===== config.mk =====
export PLATFORM = sky130hd
export DESIGN_NAME = autoneg_base_page_advert_regs
export DESIGN_NICKNAME = d
export VERILOG_FILES = /design/src/verilog/autoneg_advert_pkg.sv /design/src/verilog/autoneg_base_page_advert_regs.sv
export SDC_FILE = /design/constraint.sdc
export NUM_CORES = 1
export LEC_CHECK = 0
export CAP_MARGIN = 0
export CORE_ASPECT_RATIO = 0.8
export CORE_UTILIZATION = 30
export DETAILED_ROUTE_END_ITERATION = 8
export DONT_BUFFER_PORTS = 1
export PLACE_DENSITY = 0.54
export SETUP_SLACK_MARGIN = 0.15
export SYNTH_ARGS = -nofsm -noshare
export SYNTH_HDL_FRONTEND = slang
export SYNTH_SLANG_ARGS = --single-unit

===== constraint.sdc =====
create_clock -name I_REF_CLK -period 0.8 [get_ports I_REF_CLK]
set_input_delay 0.16 -clock I_REF_CLK [delete_from_list [all_inputs] [get_ports I_REF_CLK]]
set_output_delay 0.16 -clock I_REF_CLK [all_outputs]
set_load 0.05 [all_outputs]

===== src/verilog/autoneg_advert_pkg.sv =====
// Constants for the autonegotiation base page advertisement registers
package autoneg_advert_pkg;
   // Management device and register addresses
   localparam logic [4:0] MMD_AUTONEG = 5'h07;
   localparam logic [15:0] ADDR_ADV_LOW = 16'h0202;
   localparam logic [15:0] ADDR_ADV_MID = 16'h0203;
   // Reset values
   localparam logic [15:0] RST_ADV_LOW = 16'h0001;
   localparam logic [15:0] RST_ADV_MID = 16'h4000;
   localparam logic [15:0] RST_READ_DATA = 16'h0000;
   localparam logic [4:0] RST_NONCE = 5'h00;
   // Low word field positions
   localparam int POS_NEXT_PAGE = 15;
   localparam int POS_ACK = 14;
   localparam int POS_REMOTE_FAULT = 13;
   localparam int POS_ROLE_FORCED = 12;
   localparam int POS_PAUSE_HI = 11;
   localparam int POS_PAUSE_LO = 10;
   localparam int POS_SEL_HI = 4;
   localparam int POS_SEL_LO = 0;
   // Middle word field positions
   localparam int POS_LONG_REACH = 14;
   localparam int POS_LEADER = 4;
   // Fixed selector pattern
   localparam logic [4:0] SELECTOR_IEEE = 5'h01;
   // Bits of each word that software may change
   localparam logic [15:0] WR_MASK_LOW = 16'hBC00;
   localparam logic [15:0] WR_MASK_MID = 16'h4010;
   // Position of the leader bit in the nonce field
   localparam int POS_NONCE_ROLE = 4;
   // Start-up phase: strap capture, then normal operation
   typedef enum logic [0:0] {
      BOOT_STRAP = 1'b0,
      BOOT_RUN = 1'b1
   } boot_type;
endpackage : autoneg_advert_pkg


===== src/verilog/autoneg_base_page_advert_regs.sv =====
// Autonegotiation base page advertisement register bank, bits 31:0
`timescale 1ns/1ps

module autoneg_base_page_advert_regs
(
   input wire logic I_REF_CLK,
   input wire logic I_RST,
   input wire logic [4:0] I_MMD_DEV,
   input wire logic [15:0] I_REG_ADDR,
   input wire logic I_WR_EN,
   input wire logic [15:0] I_WR_DATA,
   input wire logic I_RD_EN,
   input wire logic I_ROLE_STRAP,
   input wire logic I_PAGE_RECEIVED,
   input wire logic I_AN_RESTART,
   input wire logic [4:0] I_NONCE_SEED,
   output logic [15:0] O_RD_DATA,
   output logic O_RD_VALID,
   output logic [31:0] O_ADV_PAGE,
   output logic [4:0] O_TX_NONCE
);

   typedef struct packed {
      autoneg_advert_pkg::boot_type boot;
      logic next_page;
      logic ack;
      logic remote_fault;
      logic role_forced;
      logic [1:0] pause;
      logic long_reach;
      logic leader;
      logic [15:0] rd_data;
      logic rd_valid;
      logic [31:0] page;
      logic [4:0] nonce;
   } state_type;

   state_type state;
   state_type next_state;
   logic [15:0] cur_low;
   logic [15:0] cur_mid;
   logic [15:0] new_low;
   logic [15:0] new_mid;
   logic sel_dev;
   logic hit_low;
   logic hit_mid;

   // Word images of the held fields
   function automatic logic [15:0] low_image(input state_type s);
      logic [15:0] w;
      w = 16'h0000;
      w[autoneg_advert_pkg::POS_NEXT_PAGE] = s.next_page;
      w[autoneg_advert_pkg::POS_ACK] = s.ack;
      w[autoneg_advert_pkg::POS_REMOTE_FAULT] = s.remote_fault;
      w[autoneg_advert_pkg::POS_ROLE_FORCED] = s.role_forced;
      w[autoneg_advert_pkg::POS_PAUSE_HI:autoneg_advert_pkg::POS_PAUSE_LO] = s.pause;
      w[autoneg_advert_pkg::POS_SEL_HI:autoneg_advert_pkg::POS_SEL_LO] = autoneg_advert_pkg::SELECTOR_IEEE;
      return w;
   endfunction : low_image

   function automatic logic [15:0] mid_image(input state_type s);
      logic [15:0] w;
      w = 16'h0000;
      w[autoneg_advert_pkg::POS_LONG_REACH] = s.long_reach;
      w[autoneg_advert_pkg::POS_LEADER] = s.leader;
      return w;
   endfunction : mid_image

   always_comb
   begin
      next_state = state;
      sel_dev = (I_MMD_DEV == autoneg_advert_pkg::MMD_AUTONEG);
      if (sel_dev && (I_REG_ADDR == autoneg_advert_pkg::ADDR_ADV_LOW))
      begin
         hit_low = 1'b1;
         hit_mid = 1'b0;
      end
      else if (sel_dev && (I_REG_ADDR == autoneg_advert_pkg::ADDR_ADV_MID))
      begin
         hit_low = 1'b0;
         hit_mid = 1'b1;
      end
      else
      begin
         hit_low = 1'b0;
         hit_mid = 1'b0;
      end
      cur_low = low_image(state);
      cur_mid = mid_image(state);
      next_state.boot = autoneg_advert_pkg::BOOT_RUN;
      if (I_WR_EN && hit_low)
      begin
         next_state.next_page = I_WR_DATA[autoneg_advert_pkg::POS_NEXT_PAGE];
         next_state.remote_fault = I_WR_DATA[autoneg_advert_pkg::POS_REMOTE_FAULT];
         next_state.role_forced = I_WR_DATA[autoneg_advert_pkg::POS_ROLE_FORCED];
         next_state.pause = I_WR_DATA[autoneg_advert_pkg::POS_PAUSE_HI:autoneg_advert_pkg::POS_PAUSE_LO];
      end
      if (I_WR_EN && hit_mid)
      begin
         next_state.long_reach = I_WR_DATA[autoneg_advert_pkg::POS_LONG_REACH];
         next_state.leader = I_WR_DATA[autoneg_advert_pkg::POS_LEADER];
      end
      if (state.boot == autoneg_advert_pkg::BOOT_STRAP)
      begin
         next_state.leader = I_ROLE_STRAP;
      end
      if (I_PAGE_RECEIVED)
      begin
         next_state.ack = 1'b1;
      end
      else if (I_AN_RESTART)
      begin
         next_state.ack = 1'b0;
      end
      next_state.rd_valid = I_RD_EN;
      if (I_RD_EN && hit_low)
      begin
         next_state.rd_data = cur_low;
      end
      else if (I_RD_EN && hit_mid)
      begin
         next_state.rd_data = cur_mid;
      end
      else
      begin
         next_state.rd_data = 16'h0000;
      end
      new_low = low_image(next_state);
      new_mid = mid_image(next_state);
      next_state.page = {new_mid, new_low};
      next_state.nonce = I_NONCE_SEED;
      next_state.nonce[autoneg_advert_pkg::POS_NONCE_ROLE] = next_state.leader;
   end

   always_ff @(posedge I_REF_CLK or posedge I_RST)
   begin
      if (I_RST)
      begin
         state.boot <= autoneg_advert_pkg::BOOT_STRAP;
         state.next_page <= autoneg_advert_pkg::RST_ADV_LOW[autoneg_advert_pkg::POS_NEXT_PAGE];
         state.ack <= autoneg_advert_pkg::RST_ADV_LOW[autoneg_advert_pkg::POS_ACK];
         state.remote_fault <= autoneg_advert_pkg::RST_ADV_LOW[autoneg_advert_pkg::POS_REMOTE_FAULT];
         state.role_forced <= autoneg_advert_pkg::RST_ADV_LOW[autoneg_advert_pkg::POS_ROLE_FORCED];
         state.pause <= autoneg_advert_pkg::RST_ADV_LOW[autoneg_advert_pkg::POS_PAUSE_HI:autoneg_advert_pkg::POS_PAUSE_LO];
         state.long_reach <= autoneg_advert_pkg::RST_ADV_MID[autoneg_advert_pkg::POS_LONG_REACH];
         state.leader <= autoneg_advert_pkg::RST_ADV_MID[autoneg_advert_pkg::POS_LEADER];
         state.rd_data <= autoneg_advert_pkg::RST_READ_DATA;
         state.rd_valid <= 1'b0;
         state.page <= {autoneg_advert_pkg::RST_ADV_MID, autoneg_advert_pkg::RST_ADV_LOW};
         state.nonce <= autoneg_advert_pkg::RST_NONCE;
      end
      else
      begin
         state <= next_state;
      end
   end

   assign O_RD_DATA = state.rd_data;
   assign O_RD_VALID = state.rd_valid;
   assign O_ADV_PAGE = state.page;
   assign O_TX_NONCE = state.nonce;

   rst_words_a: assert property (@(posedge I_REF_CLK) disable iff (I_RST)
      (state.boot == autoneg_advert_pkg::BOOT_STRAP) |-> (O_ADV_PAGE == 32'h4000_0001))
      else $error("Advertisement words not at reset value");

   rd_low_a: assert property (@(posedge I_REF_CLK) disable iff (I_RST)
      (I_RD_EN && hit_low) |=> (O_RD_VALID && (O_RD_DATA == $past(cur_low))))
      else $error("Low word readback wrong");

   next_page_a: assert property (@(posedge I_REF_CLK) disable iff (I_RST)
      (I_WR_EN && hit_low) |=> (O_ADV_PAGE[15] == $past(I_WR_DATA[15])))
      else $error("Next page bit did not follow write");

   ack_set_a: assert property (@(posedge I_REF_CLK) disable iff (I_RST)
      I_PAGE_RECEIVED |=> O_ADV_PAGE[14] ##1 (O_ADV_PAGE[14] || $past(I_AN_RESTART) || $past(I_PAGE_RECEIVED)))
      else $error("Acknowledge not set by received page");

   ack_ro_a: assert property (@(posedge I_REF_CLK) disable iff (I_RST)
      (!I_PAGE_RECEIVED && !I_AN_RESTART && (state.boot == autoneg_advert_pkg::BOOT_RUN))
      |=> $stable(state.ack))
      else $error("Acknowledge changed without cause");

   remote_fault_a: assert property (@(posedge I_REF_CLK) disable iff (I_RST)
      (I_WR_EN && hit_low) |=> (O_ADV_PAGE[13] == $past(I_WR_DATA[13])))
      else $error("Remote fault bit did not follow write");

   role_forced_a: assert property (@(posedge I_REF_CLK) disable iff (I_RST)
      (I_WR_EN && hit_low) |=> (O_ADV_PAGE[12] == $past(I_WR_DATA[12])))
      else $error("Forced role bit did not follow write");

   pause_field_a: assert property (@(posedge I_REF_CLK) disable iff (I_RST)
      (I_WR_EN && hit_low) |=> (O_ADV_PAGE[11:10] == $past(I_WR_DATA[11:10])))
      else $error("Pause field did not follow write");

   selector_fixed_a: assert property (@(posedge I_REF_CLK) disable iff (I_RST)
      (O_ADV_PAGE[4:0] == 5'h01) && !(O_RD_VALID && $past(hit_low) && (O_RD_DATA[4:0] != 5'h01)))
      else $error("Selector field not fixed");

   rd_mid_a: assert property (@(posedge I_REF_CLK) disable iff (I_RST)
      (I_RD_EN && hit_mid) |=> (O_RD_DATA == $past(cur_mid)))
      else $error("Middle word readback wrong");

   long_reach_a: assert property (@(posedge I_REF_CLK) disable iff (I_RST)
      (I_WR_EN && hit_mid) |=> (O_ADV_PAGE[30] == $past(I_WR_DATA[14])))
      else $error("Long reach bit did not follow write");

   role_strap_a: assert property (@(posedge I_REF_CLK) disable iff (I_RST)
      (state.boot == autoneg_advert_pkg::BOOT_STRAP) |=> (O_ADV_PAGE[20] == $past(I_ROLE_STRAP)))
      else $error("Leader bit not loaded from strap");

   nonce_role_a: assert property (@(posedge I_REF_CLK) disable iff (I_RST)
      (state.boot == autoneg_advert_pkg::BOOT_RUN) |-> (O_TX_NONCE[4] == O_ADV_PAGE[20]))
      else $error("Nonce bit 4 differs from leader bit");

   reserved_zero_a: assert property (@(posedge I_REF_CLK) disable iff (I_RST)
      (O_ADV_PAGE[9:5] == 5'h00) && (O_ADV_PAGE[31] == 1'b0) && (O_ADV_PAGE[29:21] == 9'h000)
      && (O_ADV_PAGE[19:16] == 4'h0))
      else $error("Reserved advertisement bit set");

   unmapped_read_a: assert property (@(posedge I_REF_CLK) disable iff (I_RST)
      (I_RD_EN && !hit_low && !hit_mid) |=> (O_RD_VALID && (O_RD_DATA == 16'h0000)))
      else $error("Unmapped read not zero");

   ack_clear_a: assert property (@(posedge I_REF_CLK) disable iff (I_RST)
      (I_AN_RESTART && !I_PAGE_RECEIVED) |=> !O_ADV_PAGE[14])
      else $error("Acknowledge not cleared by restart");

   ack_hold_a: assert property (@(posedge I_REF_CLK) disable iff (I_RST)
      (O_ADV_PAGE[14] && !I_AN_RESTART) |=> O_ADV_PAGE[14])
      else $error("Acknowledge dropped without restart");

   rd_idle_a: assert property (@(posedge I_REF_CLK) disable iff (I_RST)
      !I_RD_EN |=> !O_RD_VALID)
      else $error("Read valid without read strobe");

   low_guard_a: assert property (@(posedge I_REF_CLK) disable iff (I_RST)
      (I_WR_EN && !hit_low && !I_PAGE_RECEIVED && !I_AN_RESTART) |=> $stable(O_ADV_PAGE[15:0]))
      else $error("Low word changed by foreign write");

   mid_guard_a: assert property (@(posedge I_REF_CLK) disable iff (I_RST)
      (I_WR_EN && !hit_mid && (state.boot == autoneg_advert_pkg::BOOT_RUN)) |=> $stable(O_ADV_PAGE[31:16]))
      else $error("Middle word changed by foreign write");

   mid_valid_a: assert property (@(posedge I_REF_CLK) disable iff (I_RST)
      (I_RD_EN && hit_mid) |=> O_RD_VALID)
      else $error("Middle word read without valid");

   leader_write_a: assert property (@(posedge I_REF_CLK) disable iff (I_RST)
      (I_WR_EN && hit_mid && (state.boot == autoneg_advert_pkg::BOOT_RUN)) |=> (O_ADV_PAGE[20] == $past(I_WR_DATA[4])))
      else $error("Leader bit did not follow write");

   nonce_seed_a: assert property (@(posedge I_REF_CLK) disable iff (I_RST)
      (state.boot == autoneg_advert_pkg::BOOT_RUN) |-> (O_TX_NONCE[3:0] == $past(I_NONCE_SEED[3:0])))
      else $error("Nonce low bits differ from seed");

endmodule : autoneg_base_page_advert_regs


* Word-level counts from Yosys, hierarchy flattened
Index checks and enable logic that the tools add are counted.
** Word-level totals
- Bits in registers :: 39
- Latch bits :: 0
- Bits in writable memories :: 0
- Bits in read-only memories :: 0
- Memories kept :: 0
- Output and inout port bits :: 54
- Input port bits :: 49
** Operators by class
- Equal/unequal tests :: 3
- Shift operators :: 0
- Bitwise operators :: 0
- Multiplexer cells :: 11
- Add/sub/neg operators :: 0
- Magnitude comparators :: 0
- Div/mod/pow operators :: 0
- $mul :: 0
- Reductions and logical operators :: 6
** Operator list (count)
- $eq 16x10->1 const B :: 2
- $mux 16 :: 1
- $mux 15 :: 1
- $mux 1 :: 7
- $logic_and 1x1->1 :: 6
- $eq 5x3->1 const B :: 1
- $mux 4 :: 1
- $mux 2 :: 1

* Depth between registers and ports, before layout
- Word-level depth :: 7
- Gate-level depth with buffers :: 4
- Depth with buffers taken out :: 4

* Least setup slack after synthesis
No wires, ideal clock.
- Path type :: input to register
- From :: input port I_REG_ADDR[11]
- To :: register state, in the netlist O_ADV_PAGE[11]
- Library setup time :: 0.125 ns
- Slack :: -0.582 ns
- Required time :: 0.675 ns
- Stages :: 4
- Data arrival time :: 1.257 ns
- Path buffers :: 0
- Path through :: nor4_2 -> nand4_1 -> nor3_4 -> mux2_2
** On the way
- Cells in the longest elaborated chain, start to end :: 5
** Ends and longest elaborated chain
- from (decl) :: line autoneg_base_page_advert_regs.sv:9 : input wire logic [15:0] I_REG_ADDR,
- $eq 16x10->1 :: line autoneg_base_page_advert_regs.sv:73 : if (sel_dev && (I_REG_ADDR == autoneg_advert_pkg::ADDR_ADV_LOW))
- $logic_and 1x1->1 :: line autoneg_base_page_advert_regs.sv:73
- $mux 1 :: line autoneg_base_page_advert_regs.sv:73
- $logic_and 1x1->1 :: line autoneg_base_page_advert_regs.sv:91 : if (I_WR_EN && hit_low)
- $mux 4 :: line autoneg_base_page_advert_regs.sv:91
- to (signal assigned) :: line autoneg_base_page_advert_regs.sv:154 : state <= next_state;
- to (decl) :: line autoneg_base_page_advert_regs.sv:38 : state_type state;
Every way passes these cells.

* Worst setup path after layout
- From :: input port I_MMD_DEV[3]
- To :: register state, in the netlist O_ADV_PAGE[11]
** On the way
- Cells in the longest elaborated chain, start to end :: 5
** Ends and longest elaborated chain
- from (decl) :: line autoneg_base_page_advert_regs.sv:8 : input wire logic [4:0] I_MMD_DEV,
- $eq 5x3->1 :: line autoneg_base_page_advert_regs.sv:72 : sel_dev = (I_MMD_DEV == autoneg_advert_pkg::MMD_AUTONEG);
- $logic_and 1x1->1 :: line autoneg_base_page_advert_regs.sv:73
- $mux 1 :: line autoneg_base_page_advert_regs.sv:73
- $logic_and 1x1->1 :: line autoneg_base_page_advert_regs.sv:91
- $mux 4 :: line autoneg_base_page_advert_regs.sv:91
Every way passes these cells.

==> reports/results.tsv <==
stage	metric	value	unit
routing	Via density	3.88	
min_path	WHS Path Cells	1	
critical_path	WS Path Type	in2reg	
critical_path	crit-path max FO	5	
job	max-cap check violation count	0	
synth	Yosys reg bits	22	
critical_path	r2r worst-path depth	3	
global_route	initial antenna violation count	0	
synth	synth warn	0	
global_route	largest net degree at the start of global routing	16	
power_and_ir_drop	Total Power	0.00281	W
critical_path	Worst setup EP type	flop	
power_and_ir_drop	P per Cell Area	1580	nW/µm²
sta	fin worst setup slack	-0.417	ns
cts	TritonCTS clock tree	done	
sta	min cycle time layout	1.22	ns
placement	Port Buffers	0	
global_route	vias in the first global route	716	
critical_path	slowest stage delay, CP	0.31	ns
layout	Sequential cell area	553	µm²
die	Die Area	4420	µm²
cts	clock-pin transition on the worst setup and hold timing paths	0.08	ns
synth	Seq/Total Area, Yosys	44.3	%
synth	leading area contributor after synthesis	dfrtp_1	
power_and_ir_drop	LEAKAGE	0.869	nW
routing	DR iter-0 viols	27	
sta	f_max	822	MHz
placement	Placement Cell Area	1500	µm²
critical_path	CP Data Required Time	0.95	ns
power_and_ir_drop	Reg power frac	41.4	%
power_and_ir_drop	Clk pwr share	36.8	%
min_path	Hold WC Path Type	in2reg	
cts	CTS Root Cell	clkbuf_8	
routing	final routed DRC violation total	0	
sta	# setup viols final	37	
sta	Setup Skew	0.00274	ns
routing	drt pass-1 iters	2	
sta	RSZ-0062 raised after global routing	yes	
layout	share of cells above drive strength 1	44.7	%
critical_path	FF-to-FF Start	O_ADV_PAGE[30]	
die	IO Pins	103	
critical_path	reg2reg end	O_ADV_PAGE[30]	
placement	GPL Wtd Cong	0.807	
synth	EDFF count, synth	0	
critical_path	worst-path cell chain	nor4b_4, nand4_1, nor3_4, buf_6, mux2_4	
layout	area of the multi-input gates	498	µm²
critical_path	R2R setup slack	-0.13	ns
synth	Unique masters post-synth	23	
run_status	violated checks	hold timing, setup timing	
die	Core Rows	20	
synth	post-synth top area share	42.2	%
synth	most common flop cell mapped by yosys	dfrtp_1	
global_route	global-route wire length before repair	3410	µm
routing	final antenna-violating net count	0	
power_and_ir_drop	Pint	0.00194	W
layout	post-route cell area	1780	µm²
layout	commonest cells after routing, fill and taps aside	conb_1, dfrtp_1, buf_4, buf_12, buf_6	
routing	WL per Instance	13.1	µm
cts	clock sink count	22	
power_and_ir_drop	VDD IR max	598	µV
run_status	status	complete, but fails checks	
sta	Tcrit/Tclk final	152	%
layout	Area Growth Syn to Fin	43.2	%
routing	DR vias	761	
min_path	hold_sp	I_PAGE_RECEIVED	
die	die width	74.1	µm
critical_path	Arr. time, crit path	1.37	ns
placement	DP Wirelength	2010	µm
synth	Post-synth ARST share	100	%
die	starting density of the core	32.1	%
layout	NumNets Final	191	
cts	hold buffers post-CTS	6	
cts	Clk Latency, worst-skew pair	0.27	ns
global_route	GRT Util Overall	11.2	%
critical_path	CP startpoint kind	input pin	
synth	synthesized instance count	113	
cts	H-tree depth	1	
sta	setup tns final	-8.75	ns
routing	final WL	2570	µm
synth	synth top area cells	dfrtp_1, buf_4, mux2_2	
die	die height	59.6	µm
cts	Num CTS Buffers	3	
power_and_ir_drop	sw power	0.000869	W
synth	post-synthesis cell area	1250	µm²
power_and_ir_drop	combinational share of power	21.8	%
layout	most common cell after layout, fill and taps aside	conb_1	
global_route	total grt overflow	0	
power_and_ir_drop	Sw Ratio	30.9	%
min_path	Hold Crit Endpoint	O_ADV_PAGE[14]	
sta	hold slack	-0.0167	ns
sta	Final Hold Violating Endpoints	1	
layout	fill cell count	343	
cts	clk buf depth	2	
critical_path	Critical Path Slowest Stage Cell	mux2_4	
die	Core ar.	3880	µm²
synth	Post-Syn Area per Cell	11.0	µm²
sta	Slew Limit Fails	0	
layout	Ant. Diodes	0	
synth_stat cells (2+ instances only):
cell type	instances
and2_1	5
buf_4	53
conb_1	2
dfrtp_1	21
inv_1	2
mux2_2	6
nand2_1	4
nor2_1	2
nor3_1	2
nor4_2	2
nor4b_2	2
sequential cells by signal, summed over array words and instances, names as in the netlist:
register and count:
O_RD_VALID 1, state 1, O_TX_NONCE 4, cur_low 1, O_RD_DATA 8, O_ADV_PAGE 7
power groups by stage:
stage	combinational [W]	sequential [W]	clock, W
after detailed placement	0.000565	0.00118	0
after global placement	0.000560	0.00118	0
final	0.000613	0.00116	0.00104
after floorplan	0.000633	0.00118	0
after global routing	0.000637	0.00117	0.00111
after CTS	0.000607	0.00116	0.00107
how the worst max path moves through the flow:
stage | from | endpoint | slack [ns] | cells after the start
global placement | I_REG_ADDR[7] | O_ADV_PAGE[12] | -0.59 | 4
CTS | O_ADV_PAGE[30] | O_ADV_PAGE[30] | -0.40 | 2
floorplan | I_REG_ADDR[12] | O_ADV_PAGE[11] | -0.54 | 4
detailed placement | I_REG_ADDR[7] | O_ADV_PAGE[11] | -0.66 | 4
finish | I_MMD_DEV[3] | O_ADV_PAGE[11] | -0.42 | 5
global route | I_REG_ADDR[8] | O_ADV_PAGE[15] | -0.44 | 5
stage by stage:
stage               setup slack, ns  cells  utilization [%]
floorplan                    -0.535    144                -
global placement             -0.586    179             38.6
detailed placement           -0.657    179             38.6
CTS                          -0.398    192             44.3
global route                 -0.441    196             46.0
finish                       -0.417    196             46.0
cell type report:
type                       count  share of cell area, %
clock inverter                 1                   1.68
tap                           55                   3.86
clock buffer                   3                   2.31
sequential                    22                   31.0
multi-input combinational     67                   27.9
inverter                       2                  0.421
timing repair buffer          46                   32.8
logic make-up after synthesis:
kind of cell	after synthesis	share of synthesized area, %
flops	22	44.3
simple gates	24	14.9
buf+inv	55	32.5
other cells	2	0.603
compound gates	3	1.51
mux	7	6.22
repair_timing:
action,4_1_cts,5_1_grt
endpoints found under the hold margin,28,1
cloned,0,0
endpoints found under the setup margin,38,38
resized for setup,16,9
setup buffers,3,5
pin swaps,2,6
critical path, delay by kind of cell:
family,cells,cell delay (ns)
buffers and inverters,1,0.16
multiplexers,1,0.31
AND/OR/NAND/NOR,3,0.74
layer usage:
| layer | routed length (µm) | global-route usage [%] | up-vias | part of all wire, % |
|---|---|---|---|---|
| met1 | 832 | 10.1 | 368 | 32 |
| li1 | - | - | 337 | - |
| met4 | 80 | 8.24 | 0 | 3.1 |
| met5 | 0 | 0 | - | 0 |
| met2 | 1380 | 19.6 | 48 | 54 |
| met3 | 272 | 5.27 | 8 | 11 |
Note: power is estimated with default switching activity, not from simulation.
